### config.mk
export PLATFORM = sky130hd
export DESIGN_NAME = adc_link
export DESIGN_NICKNAME = d
export VERILOG_FILES = /design/src/rtl/adc_link_pkg.sv /design/src/rtl/adc_link.sv
export SDC_FILE = /design/constraint.sdc
export NUM_CORES = 2
export LEC_CHECK = 0
export BUFFER_PORTS_ARGS = -buffer_cell sky130_fd_sc_hd__buf_2
export CAP_MARGIN = 40
export CORE_MARGIN = 2
export CORE_UTILIZATION = 30
export CTS_CLUSTER_DIAMETER = 80
export DETAILED_ROUTE_END_ITERATION = 10
export PLACE_DENSITY = 0.45
export SKIP_CTS_REPAIR_TIMING = 1
export SLEW_MARGIN = 20
export SYNTH_ARGS = -nofsm -noshare
export SYNTH_HDL_FRONTEND = slang
export SYNTH_SLANG_ARGS = --single-unit
### constraint.sdc
create_clock -name clk -period 16.6 [get_ports clk]
set_clock_uncertainty 0.1 [all_clocks]
set_input_delay 3.32 -clock clk [delete_from_list [all_inputs] [get_ports clk]]
set_output_delay 3.32 -clock clk [all_outputs]
set_load 0.01 [all_outputs]
### src/rtl/adc_link_pkg.sv
// constants shared by the sample-and-command link block of a three-channel converter
// assumes one 50 MHz clock; serial link pins are sampled by that clock
package adc_link_pkg;

  // clock and pin timing
  localparam int CLK_PERIOD_NS = 20;
  localparam int READY_PULSE_NS = 40;
  localparam int NARROW_GAP_NS = 20;
  localparam logic [7:0] READY_PULSE_CYC = 8'((READY_PULSE_NS + CLK_PERIOD_NS - 1) / CLK_PERIOD_NS);
  localparam logic [7:0] NARROW_GAP_CYC = 8'((NARROW_GAP_NS + CLK_PERIOD_NS - 1) / CLK_PERIOD_NS);

  // command words and fixed answers
  localparam logic [15:0] CMD_NOOP = 16'h0000;
  localparam logic [15:0] CMD_RESET = 16'h0011;
  localparam logic [15:0] CMD_STANDBY = 16'h0022;
  localparam logic [15:0] CMD_WAKEUP = 16'h0033;
  localparam logic [15:0] CMD_LOCK = 16'h0555;
  localparam logic [15:0] CMD_UNLOCK_TABLE = 16'h0655;
  localparam logic [15:0] CMD_UNLOCK_HEAD = 16'h0666;
  localparam logic [15:0] RESP_RESET_OK = 16'hFF23;
  localparam logic [2:0] PFX_READ = 3'h5;
  localparam logic [2:0] PFX_WRITE = 3'h3;
  localparam logic [2:0] PFX_READ_HDR = 3'h7;
  localparam logic [2:0] PFX_WRITE_ACK = 3'h2;

  // register space
  localparam int REG_COUNT = 8;
  localparam int REG_IDX_W = 3;
  localparam logic [5:0] ADDR_ID = 6'h00;
  localparam logic [5:0] ADDR_STATUS = 6'h01;
  localparam logic [5:0] ADDR_MODE = 6'h02;
  localparam logic [5:0] ADDR_LIMIT = 6'h08;
  localparam logic [15:0] MODE_DEFAULT = 16'h0510;
  localparam int MODE_FMT_BIT = 0;
  localparam int MODE_RESET_BIT = 10;
  localparam int WLEN_LSB = 8;
  localparam int STAT_LOCK_BIT = 15;

  // word length codes
  localparam logic [1:0] WLEN_16 = 2'h0;
  localparam logic [1:0] WLEN_24 = 2'h1;
  localparam logic [1:0] WLEN_32Z = 2'h2;
  localparam logic [1:0] WLEN_32S = 2'h3;

  // conversion coding and frame layout
  localparam logic [23:0] CODE_POS_FS = 24'h7FFFFF;
  localparam logic [23:0] CODE_NEG_FS = 24'h800000;
  localparam logic [7:0] FRAME_WORDS = 8'h05;
  localparam logic [1:0] FIFO_DEPTH = 2'h2;

  // bus side
  localparam logic [3:0] AV_STATE_INDEX = 4'h8;

  typedef enum logic {LINK_IDLE, LINK_SHIFT} link_state_t;

endpackage

### src/rtl/adc_link.sv
// serial command interpreter and conversion-data output path of a three-channel converter
// assumes: link pins come from the host, samples arrive as clk-domain pulses, bus is Avalon-MM
// Notes on behaviour
// - clip to 7FFFFF and 800000 beyond full scale
// - results are 24-bit two's complement codes
// - two-sample buffer per channel
// - channel ready flag holds until both read
// - consecutive reads release one buffered sample each read
// - sync strobe clears all sample buffers
// - level format gives narrow high gap
// - answer goes out in following frame
// - unknown commands act as no-op
// - completed reset frame restores defaults, answers FF23
// - incomplete reset frame answers 0011, no reset
// - standby command enters standby, echoes
// - wakeup command leaves standby, echoes
// - lock allows only no-op, read, unlock
// - locked link still delivers conversion data
// - unlock leaves locked state, echoes word
// - read command: 101, address, count minus one
// - single read answers register contents
// - multi read: 111 header then ascending registers
// - write answers 010, address, written minus one
// - 16-bit words MSB aligned, zero padded
// - frame: answer, three data words, all-zero fifth word
// - writes to read-only or unmapped ignored
// - multi-read answer frame carries no data
//
// The register addresses and the Avalon-MM register port are this design's own decisions.
`timescale 1ns/1ps
module adc_link
  import adc_link_pkg::*;
#(
  parameter int RAW_W = 26,
  parameter logic [15:0] UNLOCK_CMD = CMD_UNLOCK_TABLE,
  parameter logic [15:0] ID_VALUE = 16'h0A5A // arbitrary value
) (
  input wire logic clk,
  input wire logic rst,
  input wire logic sclk,
  input wire logic cs_n,
  input wire logic din,
  output logic dout,
  input wire logic sync_reset_n,
  output logic sample_ready_n,
  output logic standby,
  input wire logic sample_valid,
  input wire logic signed [RAW_W-1:0] raw_ch0,
  input wire logic signed [RAW_W-1:0] raw_ch1,
  input wire logic signed [RAW_W-1:0] raw_ch2,
  input wire logic [3:0] avs_address,
  input wire logic avs_read,
  input wire logic avs_write,
  input wire logic [31:0] avs_writedata,
  output logic [31:0] avs_readdata,
  output logic avs_waitrequest
);

  ////////////////////////////////////////////////////////////////////////////
  // pin synchronisers: first stage read only by the second
  logic [2:0] sclk_s, cs_s, sync_s;
  logic [1:0] din_s;
  always_ff @(posedge clk or posedge rst) begin
    if (rst) begin
      sclk_s <= 3'h0;
      cs_s <= 3'h7;
      sync_s <= 3'h7;
      din_s <= 2'h0;
    end else begin
      sclk_s <= {sclk_s[1:0], sclk};
      cs_s <= {cs_s[1:0], cs_n};
      sync_s <= {sync_s[1:0], sync_reset_n};
      din_s <= {din_s[0], din};
    end
  end
  logic sclk_rise, sclk_fall, cs_fall, cs_rise, sync_fall;
  assign sclk_rise = sclk_s[1] & ~sclk_s[2];
  assign sclk_fall = ~sclk_s[1] & sclk_s[2];
  assign cs_fall = ~cs_s[1] & cs_s[2];
  assign cs_rise = cs_s[1] & ~cs_s[2];
  assign sync_fall = ~sync_s[1] & sync_s[2];

  ////////////////////////////////////////////////////////////////////////////
  // state of link, registers and sample buffers
  link_state_t state, next_state;
  logic [5:0] bit_q, next_bit;
  logic [7:0] word_q, next_word;
  logic [31:0] rx_q, next_rx;
  logic [15:0] cmd_q, next_cmd;
  logic dout_q, next_dout;
  logic [1:0] wl_q, next_wl;
  logic [23:0] fdata [3];
  logic [23:0] next_fdata [3];
  logic [15:0] resp_q, next_resp;
  logic multi_q, next_multi;
  logic [5:0] raddr_q, next_raddr;
  logic [6:0] rcnt_q, next_rcnt;
  logic [6:0] wr_cnt, next_wr_cnt;
  logic [15:0] regs [REG_COUNT];
  logic [15:0] next_regs [REG_COUNT];
  logic lock_q, next_lock;
  logic standby_q, next_standby;
  logic [23:0] fifo_mem [3][2];
  logic [23:0] next_fifo_mem [3][2];
  logic [1:0] fifo_cnt [3];
  logic [1:0] next_fifo_cnt [3];
  logic push_evt, pop_evt, data_left, av_we, frame_end, complete;
  logic [15:0] status_w;
  logic signed [RAW_W-1:0] raw [3];
  assign raw[0] = raw_ch0;
  assign raw[1] = raw_ch1;
  assign raw[2] = raw_ch2;
  assign av_we = avs_write & ~avs_waitrequest;
  assign frame_end = (state == LINK_SHIFT) && cs_rise;
  assign complete = word_q >= FRAME_WORDS;
  assign push_evt = sample_valid & ~standby_q;

  // ready flags stay up while any sample is buffered
  assign status_w = {lock_q, 4'h0, regs[ADDR_MODE[REG_IDX_W-1:0]][MODE_RESET_BIT],
                     regs[ADDR_MODE[REG_IDX_W-1:0]][WLEN_LSB +: 2], 5'h00,
                     fifo_cnt[2] != 2'h0, fifo_cnt[1] != 2'h0, fifo_cnt[0] != 2'h0};

  function automatic logic [23:0] clip24(input logic signed [RAW_W-1:0] v);
    if (v > $signed({{(RAW_W-24){1'b0}}, CODE_POS_FS})) clip24 = CODE_POS_FS;
    else if (v < $signed({{(RAW_W-24){1'b1}}, CODE_NEG_FS})) clip24 = CODE_NEG_FS;
    else clip24 = v[23:0];
  endfunction

  function automatic logic [5:0] wl_bits(input logic [1:0] c);
    case (c)
      WLEN_16: wl_bits = 6'd16;
      WLEN_24: wl_bits = 6'd24;
      default: wl_bits = 6'd32;
    endcase
  endfunction

  function automatic logic [15:0] reg_value(input logic [5:0] a);
    if (a == ADDR_ID) reg_value = ID_VALUE;
    else if (a == ADDR_STATUS) reg_value = status_w;
    else if (a < ADDR_LIMIT) reg_value = regs[a[REG_IDX_W-1:0]];
    else reg_value = 16'h0000;
  endfunction

  function automatic logic [15:0] reg_default(input int i);
    reg_default = (i == int'(ADDR_MODE)) ? MODE_DEFAULT : 16'h0000;
  endfunction

  // word k of the outgoing frame, MSB aligned in 32 bits, except WLEN_32S data, which is sign-extended from bit 23
  function automatic logic [31:0] tx_word(input logic [7:0] k);
    logic [23:0] d;
    d = 24'h000000;
    tx_word = 32'h00000000;
    if (multi_q) begin
      if (k == 8'h00) tx_word = {resp_q, 16'h0000};
      else if (k <= {1'b0, rcnt_q} + 8'h01)
        tx_word = {reg_value(raddr_q + 6'(k - 8'h01)), 16'h0000};
    end else if (k == 8'h00) begin
      tx_word = {resp_q, 16'h0000};
    end else if (k <= 8'h03) begin
      d = fdata[2'(k - 8'h01)];
      case (wl_q)
        WLEN_16: tx_word = {d[23:8], 16'h0000};
        WLEN_32S: tx_word = {{8{d[23]}}, d};
        default: tx_word = {d, 8'h00};
      endcase
    end
  endfunction

  // next values for link, command decode, registers and buffers
  always_comb begin
    logic [31:0] rxn;
    logic [31:0] txw;
    logic [15:0] wv;
    logic [5:0] wa;
    rxn = 32'h0;
    txw = 32'h0;
    wv = 16'h0;
    wa = 6'h0;
    next_state = state;
    next_bit = bit_q;
    next_word = word_q;
    next_rx = rx_q;
    next_cmd = cmd_q;
    next_dout = dout_q;
    next_wl = wl_q;
    next_fdata = fdata;
    next_resp = resp_q;
    next_multi = multi_q;
    next_raddr = raddr_q;
    next_rcnt = rcnt_q;
    next_wr_cnt = wr_cnt;
    next_regs = regs;
    next_lock = lock_q;
    next_standby = standby_q;
    next_fifo_mem = fifo_mem;
    next_fifo_cnt = fifo_cnt;
    pop_evt = 1'b0;
    // bus writes land only in writable slots
    if (av_we && avs_address >= 4'(ADDR_MODE) && avs_address < 4'(ADDR_LIMIT))
      next_regs[avs_address[REG_IDX_W-1:0]] = avs_writedata[15:0];
    case (state)
      LINK_IDLE: begin
        next_dout = 1'b0;
        if (cs_fall) begin
          next_state = LINK_SHIFT;
          next_bit = 6'h0;
          next_word = 8'h00;
          next_rx = 32'h0;
          next_cmd = CMD_NOOP;
          next_wr_cnt = 7'h00;
          next_wl = regs[ADDR_MODE[REG_IDX_W-1:0]][WLEN_LSB +: 2];
          for (int i = 0; i < 3; i++) next_fdata[i] = fifo_mem[i][0];
        end
      end
      LINK_SHIFT: begin
        // a function result cannot be bit-selected directly, so hold the word first
        if (sclk_rise) begin
          txw = tx_word(word_q);
          next_dout = txw[5'(6'd31 - bit_q)];
        end
        if (sclk_fall) begin
          rxn = {rx_q[30:0], din_s[1]};
          next_rx = rxn;
          next_bit = bit_q + 6'h01;
          if (bit_q == wl_bits(wl_q) - 6'h01) begin
            wv = 16'(rxn >> (wl_bits(wl_q) - 6'd16));
            next_bit = 6'h0;
            if (word_q != 8'hFF) next_word = word_q + 8'h01;
            if (word_q == 8'h00) next_cmd = wv;
            else if (cmd_q[15:13] == PFX_WRITE && !lock_q && word_q <= {1'b0, cmd_q[6:0]} + 8'h01) begin
              wa = cmd_q[12:7] + 6'(word_q - 8'h01);
              if (wa >= ADDR_MODE && wa < ADDR_LIMIT) begin
                next_regs[wa[REG_IDX_W-1:0]] = wv;
                next_wr_cnt = wr_cnt + 7'h01;
              end
            end
          end
        end
        if (frame_end) begin
          next_state = LINK_IDLE;
          next_dout = 1'b0;
          next_multi = 1'b0;
          next_resp = status_w;
          // data words fully shifted out release their samples
          if (!multi_q) begin
            for (int i = 0; i < 3; i++) begin
              if (word_q > 8'(i + 1) && fifo_cnt[i] != 2'h0) begin
                next_fifo_mem[i][0] = fifo_mem[i][1];
                next_fifo_cnt[i] = fifo_cnt[i] - 2'h1;
                pop_evt = 1'b1;
              end
            end
          end
          if (word_q == 8'h00) begin
            next_resp = status_w;
          end else if (cmd_q[15:13] == PFX_READ) begin
            if (cmd_q[6:0] == 7'h00) begin
              next_resp = reg_value(cmd_q[12:7]);
            end else begin
              next_resp = {PFX_READ_HDR, cmd_q[12:0]};
              next_multi = 1'b1;
              next_raddr = cmd_q[12:7];
              next_rcnt = cmd_q[6:0];
            end
          end else if (cmd_q == UNLOCK_CMD) begin
            next_lock = 1'b0;
            next_resp = cmd_q;
          end else if (!lock_q) begin
            case (cmd_q)
              CMD_RESET: begin
                if (complete) begin
                  for (int i = 0; i < REG_COUNT; i++) next_regs[i] = reg_default(i);
                  for (int i = 0; i < 3; i++) next_fifo_cnt[i] = 2'h0;
                  next_standby = 1'b0;
                  next_resp = RESP_RESET_OK;
                end else begin
                  next_resp = CMD_RESET;
                end
              end
              CMD_STANDBY: begin
                next_standby = 1'b1;
                next_resp = cmd_q;
              end
              CMD_WAKEUP: begin
                next_standby = 1'b0;
                next_resp = cmd_q;
              end
              CMD_LOCK: begin
                next_lock = 1'b1;
                next_resp = cmd_q;
              end
              default: begin
                if (cmd_q[15:13] == PFX_WRITE)
                  next_resp = {PFX_WRITE_ACK, cmd_q[12:7], next_wr_cnt - 7'h01};
                else
                  next_resp = status_w;
              end
            endcase
          end
        end
      end
      default: next_state = LINK_IDLE;
    endcase
    // new sample: fill the two slots, oldest dropped when both are taken
    if (push_evt) begin
      for (int i = 0; i < 3; i++) begin
        if (next_fifo_cnt[i] < FIFO_DEPTH) begin
          next_fifo_mem[i][next_fifo_cnt[i][0]] = clip24(raw[i]);
          next_fifo_cnt[i] = next_fifo_cnt[i] + 2'h1;
        end else begin
          next_fifo_mem[i][0] = next_fifo_mem[i][1];
          next_fifo_mem[i][1] = clip24(raw[i]);
        end
      end
    end
    // the strobe wins over any push in the same cycle
    if (sync_fall) begin
      for (int i = 0; i < 3; i++) next_fifo_cnt[i] = 2'h0;
    end
    data_left = (next_fifo_cnt[0] | next_fifo_cnt[1] | next_fifo_cnt[2]) != 2'h0;
  end

  always_ff @(posedge clk or posedge rst) begin
    if (rst) begin
      state <= LINK_IDLE;
      bit_q <= 6'h0;
      word_q <= 8'h00;
      rx_q <= 32'h0;
      cmd_q <= CMD_NOOP;
      dout_q <= 1'b0;
      wl_q <= WLEN_24;
      resp_q <= 16'h0000;
      multi_q <= 1'b0;
      raddr_q <= 6'h0;
      rcnt_q <= 7'h00;
      wr_cnt <= 7'h00;
      lock_q <= 1'b0;
      standby_q <= 1'b0;
      for (int i = 0; i < REG_COUNT; i++) regs[i] <= reg_default(i);
      for (int i = 0; i < 3; i++) begin
        fdata[i] <= 24'h000000;
        fifo_cnt[i] <= 2'h0;
        fifo_mem[i][0] <= 24'h000000;
        fifo_mem[i][1] <= 24'h000000;
      end
    end else begin
      state <= next_state;
      bit_q <= next_bit;
      word_q <= next_word;
      rx_q <= next_rx;
      cmd_q <= next_cmd;
      dout_q <= next_dout;
      wl_q <= next_wl;
      resp_q <= next_resp;
      multi_q <= next_multi;
      raddr_q <= next_raddr;
      rcnt_q <= next_rcnt;
      wr_cnt <= next_wr_cnt;
      lock_q <= next_lock;
      standby_q <= next_standby;
      regs <= next_regs;
      fdata <= next_fdata;
      fifo_cnt <= next_fifo_cnt;
      fifo_mem <= next_fifo_mem;
    end
  end
  assign dout = dout_q;
  assign standby = standby_q;

  ////////////////////////////////////////////////////////////////////////////
  // ready pin: one timer toggles the pin back after a pulse or a gap
  logic ready_n_q, next_ready_n;
  logic [7:0] rdy_t, next_rdy_t;
  logic fmt_pulse;
  assign fmt_pulse = regs[ADDR_MODE[REG_IDX_W-1:0]][MODE_FMT_BIT];
  always_comb begin
    next_ready_n = ready_n_q;
    next_rdy_t = rdy_t;
    if (push_evt) begin
      next_ready_n = 1'b0;
      next_rdy_t = fmt_pulse ? READY_PULSE_CYC : 8'h00;
    end else if (pop_evt && !fmt_pulse) begin
      // samples left behind show as a gap too narrow to trust
      next_ready_n = 1'b1;
      next_rdy_t = data_left ? NARROW_GAP_CYC : 8'h00;
    end else if (rdy_t != 8'h00) begin
      next_rdy_t = rdy_t - 8'h01;
      if (rdy_t == 8'h01) next_ready_n = ~ready_n_q;
    end
  end
  always_ff @(posedge clk or posedge rst) begin
    if (rst) begin
      ready_n_q <= 1'b1;
      rdy_t <= 8'h00;
    end else begin
      ready_n_q <= next_ready_n;
      rdy_t <= next_rdy_t;
    end
  end
  assign sample_ready_n = ready_n_q;

  ////////////////////////////////////////////////////////////////////////////
  // bus slave: one wait cycle, then the answer at the edge waitrequest is low
  logic wait_q, next_wait;
  logic [31:0] rdata_q, next_rdata;
  always_comb begin
    next_wait = 1'b1;
    next_rdata = rdata_q;
    if ((avs_read || avs_write) && wait_q) begin
      next_wait = 1'b0;
      if (avs_address == AV_STATE_INDEX)
        next_rdata = {24'h000000, fifo_cnt[2], fifo_cnt[1], fifo_cnt[0], lock_q, standby_q};
      else if (avs_address < 4'(ADDR_LIMIT))
        next_rdata = {16'h0000, reg_value({2'h0, avs_address})};
      else
        next_rdata = 32'h00000000;
    end
  end
  always_ff @(posedge clk or posedge rst) begin
    if (rst) begin
      wait_q <= 1'b1;
      rdata_q <= 32'h00000000;
    end else begin
      wait_q <= next_wait;
      rdata_q <= next_rdata;
    end
  end
  assign avs_waitrequest = wait_q;
  assign avs_readdata = rdata_q;
endmodule // adc_link

# Yosys cells after proc, flatten, opt, wreduce, memory -nomap -nowiden
# Index checks and enable logic that the tools add are counted.
# totals
word_cells	372
out_inout_bits	36
reg_bits	507
inputBits	123
# op_classes
add_sub_neg	19
eq_ne	23
order_cmp	37
n_mux	176
shifts	1
reduce_logical	43
bitwise_logic	31
# op_table
cell	count
2-to-1 mux 128 bit	14
2-to-1 mux 24 bit	29
2-to-1 mux 16 bit	29
bitwise mux 128 bit	2
2-to-1 mux 32 bit	7
binary-select mux 16 bit (select 3 bit)	3
bitwise mux 48 bit	3
2-to-1 mux 144 bit	1
2-to-1 mux 48 bit	3
one-hot mux 31 bit (2 select lines)	2
2-to-1 mux 6 bit	19
demux 16 bit (select 3 bit)	2
> comparator 26 x 24 -> 1 bit, second input constant	3
< comparator 26 x 24 -> 1 bit, second input constant	3
demux 24 bit (select 1 bit)	3
one-hot mux 16 bit (2 select lines)	2
2-to-1 mux 31 bit	2
2-to-1 mux 8 bit	7
2-to-1 mux 7 bit	7
binary-select mux 24 bit (select 2 bit)	1
equality test 16 x 11 -> 1 bit, second input constant	2
equality test 16 x 6 -> 1 bit, second input constant	2
>> shifter 32 x 6 -> 16 bit	1
2-to-1 mux 1 bit	24
other kinds (72)	159

# Longest topological paths before layout
# depth
depth_word	25
ltp_mapped	23
depth_no_buf	18

# Worst setup path after synthesis
# OpenSTA, ideal clock, no wires.
# synth_path
path_kind	input to register
start	in avs_address[0]
end	reg regs[83] (netlist name)
setup_slack_ps	10923
required_ps	16357
stages	6
arrival_time_ps	5433
path_buffers	3
setup_ps	143
path_cell_list	clkbuf_1 -> clkbuf_1 -> nor3_1 -> clkbuf_1 -> mux2i_1 -> o22ai_1
# synth_lines
item	line_no	source
start: declaration	adc_link.sv:51	input wire logic [3:0] avs_address,
end signal: assignment	adc_link.sv:361	regs <= next_regs;
end: declaration	adc_link.sv:99	logic [15:0] regs [REG_COUNT];

# Worst setup path after layout
# layout_path
start	in avs_address[1]
end	reg rdata_q[2], in the netlist avs_readdata[2]
# layout_between
elab_chain_cells	9
word_cells_on_any_way	14
cone_classes	2 x order compare; 2 x eq/ne; 8 x mux; 1 x bitwise; 1 x reduce/logical
# layout_rtl
item	line_no	source
inverter 3 -> 4 bit (not written as such)	adc_link.sv:140	else if (a < ADDR_LIMIT) reg_value = regs[a[REG_IDX_W-1:0]];
binary-select mux 16 bit (select 3 bit)	adc_link.sv:140	
2-to-1 mux 16 bit (not written as such) (2 in a row)	adc_link.sv:140	
2-to-1 mux 16 bit	adc_link.sv:140	
2-to-1 mux 16 bit	adc_link.sv:139	else if (a == ADDR_STATUS) reg_value = status_w;
2-to-1 mux 16 bit	adc_link.sv:138	if (a == ADDR_ID) reg_value = ID_VALUE;
2-to-1 mux 16 bit	adc_link.sv:413	else if (avs_address < 4'(ADDR_LIMIT))
2-to-1 mux 16 bit *	adc_link.sv:411	if (avs_address == AV_STATE_INDEX)
end signal: assignment	adc_link.sv:425	rdata_q <= next_rdata;
end: declaration	adc_link.sv:405	logic [31:0] rdata_q, next_rdata;
# Every way passes the cells marked *; elsewhere a longest branch is shown, timed or not. The select of a mux whose other input is x is not followed.
# A chain may end at the register's enable or synchronous reset.

==> run summary <==
Num Clock Sinks = 482
DRC viols = 0
peak supply drop = 0.00008952 V
main combinational cell family by area after synthesis = compound AO/OA/AOI/OAI gates
DP Worst Slack = 10.77 ns
# port buffers = 126
initial antenna violation count = 5
Area Growth Syn to Fin = 15.30%
FF+latch count, synth = 482
row count = 112
Tmin final = 5.300 ns
vias in the first global route = 23,670
Final Core Density = 0.3489
CTS Buffer Depth = 3
Fmax = 188.7 MHz
routed length per instance = 25.06 um
total negative setup slack = 0 ns
post-synth top area share = 0.4171
xor/xnor share of the synthesized area = 0.01651
fin. max-slew vios = 0
Async S/R FF share, synth = 1.000
CP required = 17.06 ns
Clock Pin Slew Worst Setup and Hold Paths = 0.06 ns
GRT Overall Usage = 0.2173
die area = 96,450 um^2
Syn Area/Cell = 9.663 um^2
RSZ-0062 raised after global routing = no
# nets final = 3,149
via count = 23,960
CP arrival = 5.76 ns
Root Buffer = clkbuf_16
Detailed Route Iter0 Violations = 2,136
Max-Cap Viols = 0
simple-gate share of the synthesized area = 0.1343
number of flops mapped to enable cells by yosys = 0
Hold EP = din_s[1]$_DFF_PP0_
reg-to-reg slack, setup = 11.41 ns
r2r worst-path depth = 15
post-synthesis mux area share = 0.1552
Avg Vias per Cell = 5.601
CP endpoint kind = register
hold_sp = din_s[0]$_DFF_PP0_
Reg2Reg Capture Point = rdy_t[0]$_DFFE_PP0P_
# IOs = 159
final WL = 107.2 mm
yosys warns = 0
top_reg_cell synth = dfrtp_1
antenna-violating nets left = 0
total CTS buffers = 61
Chip Width = 310.6 um
cell taking the most area after synthesis = dfrtp_1
Hold Path Depth = 0
worst r2r src = word_q[0]$_DFFE_PP0P_
Final WS setup = 11.30 ns
layout cells sized above 1 = 0.1915
Pwr per Cell Area = 148.4 nW/um^2
critical-path maximum fanout = 50
area fraction in compound gates after synthesis = 0.1972
CTS H-tree depth = 2
first-pass GRT wire length = 160.6 mm
outcome = finished clean
Post-Synthesis Cell Area = 28,200 um^2
Core ar. = 93,190 um^2
final hold vios = 0
HPWL after DPL = 73.92 mm
fin crit share = 0.3193
top cells by area, synth = dfrtp_1, mux2i_1, mux2_2
Setup Viol. Count Final = 0
Worst Hold Class = register to register
starting density of the core = 0.3026
Seq/Total Area, Yosys = 0.4283
Lkg Pwr = 0.01376 uW
Worst-Skew Late Latency = 0.66 ns
largest net degree at the start of global routing = 63
CTS tree = built
worst setup path class = input pin to register
Critical Path Source Type = input pin
Die Y-Extent = 310.6 um
routability cong. = 0.9197
Mapped Cells = 2,918
max_slew headroom = 0.4047
Worst-Margin Slew = 0.8836 ns
GR Overflow Total = 0
drt pass-1 iters = 6
count of different cell masters after synthesis = 87
Synth Area in Adders = 0.02361
==> area by class of cell <==
cell class	count	area, um^2
Inverter	53	202.7
Timing Repair Buffer	231	1637
Clock inverter	24	235.2
Sequential cell	482	12080
Clock buffer	88	1768
Antenna cell	1	2.502
Tap cell	1254	1569
Fill cell	9429	60680
Multi-Input combinational cell	2145	15020
==> metrics by stage <==
| stage | std cells | total power (uW) | area [um^2] | hold WS, ns |
|---|---|---|---|---|
| 4_1_cts | 4271 | 4835 | 32380 | 0.2541 |
| 5_1_grt | 4278 | 5088 | 32510 | 0.2630 |
| 2_1_floorplan | 2933 | 2848 | 28260 | 0.2312 |
| 3_3_place_gp | 4134 | 3428 | 30050 | 0.2402 |
| 3_5_place_dp | 4159 | 3483 | 30380 | 0.2405 |
| 6_report | 4278 | 4826 | 32510 | 0.2553 |
==> worst max-delay path by stage <==
stage               slack [ns]  cells after the start                           to                   from
floorplan                 6.66                      1   asynchronous set/reset pin                    rst
global placement         10.43                      4   asynchronous set/reset pin                    rst
detailed placement       10.77                      8         rdy_t[0]$_DFFE_PP0P_           sample_valid
CTS                      11.38                     17        resp_q[4]$_DFFE_PP0P_  word_q[0]$_DFFE_PP0P_
global route             11.03                     16        resp_q[4]$_DFFE_PP0P_  word_q[0]$_DFFE_PP0P_
finish                   11.30                      7  avs_readdata[2]$_DFFE_PP0P_         avs_address[1]
==> critical path, cell delays in order <==
cell and delay (ns):
buf_2 0.07, buf_4 0.57, nor2b_1 0.65, a22oi_1 0.19, o21ai_0 0.59, a22oi_1 0.15, o21ai_0 0.19
==> cell families (layout without fill, tap and decap cells) <==
family,after synthesis,in the layout
multiplexers,358,358
XOR/XNOR,50,50
AO/OA/AOI/OAI,848,848
adder cells (fa/ha/maj),52,52
other,1,17
buffers and inverters,306,396
flip-flops,482,482
AND/OR/NAND/NOR,821,821
==> cells in the final DEF, fill, tap and decap left out, types with 21 or more instances in the layout <==
| cell type | n |
|---|---|
| buf_4 | 84 |
| dfrtp_1 | 469 |
| o22ai_1 | 93 |
| a32oi_1 | 23 |
| o31ai_1 | 62 |
| a22oi_1 | 56 |
| nand3_1 | 46 |
| mux2i_1 | 175 |
| o21ai_0 | 241 |
| a21oi_1 | 148 |
| a22o_1 | 43 |
| xor2_1 | 21 |
| nor2_1 | 165 |
| mux2_2 | 131 |
| o41ai_1 | 27 |
| clkbuf_16 | 61 |
| mux4_2 | 50 |
| ha_1 | 49 |
| or3_1 | 42 |
| inv_1 | 50 |
| xnor2_1 | 27 |
| nor3_1 | 83 |
| buf_2 | 128 |
| nand2_1 | 336 |
| and2_1 | 35 |
==> power breakdown <==
part	switching, uW	internal (uW)	leakage, uW
registers	275	1490	0.00593
logic	1070	665	0.00683
clock network	559	772	0.000996
total	1900	2920	0.0138
==> synthesized netlist by cell type, drive strengths merged (8+ instances only) <==
master	n
a211oi	20
a21o	8
a21oi	155
a221oi	18
a22o	43
a22oi	56
a31oi	9
a32oi	23
and2	36
buf	61
clkbuf	192
dfrtp	470
dfstp	12
ha	50
inv	51
mux2	133
mux2i	175
mux4	50
nand2	337
nand2b	16
nand3	47
nand4	12
nor2	171
nor2b	18
nor3	86
nor4	16
o211ai	10
o21ai	244
o22a	17
o22ai	102
o31ai	62
o41ai	27
or2	9
or3	43
or4	10
xnor2	27
xor2	21
==> metal layers <==
| layer | routed length [um] | global-route usage | up-vias |
|---|---|---|---|
| met5 | 0 | 0 | - |
| met4 | 3847 | 0.08043 | 0 |
| met3 | 6507 | 0.03346 | 162 |
| met2 | 47050 | 0.3253 | 871 |
| met1 | 49800 | 0.3153 | 12030 |
| li1 | - | - | 10900 |
(Power assumes the default switching activity.)
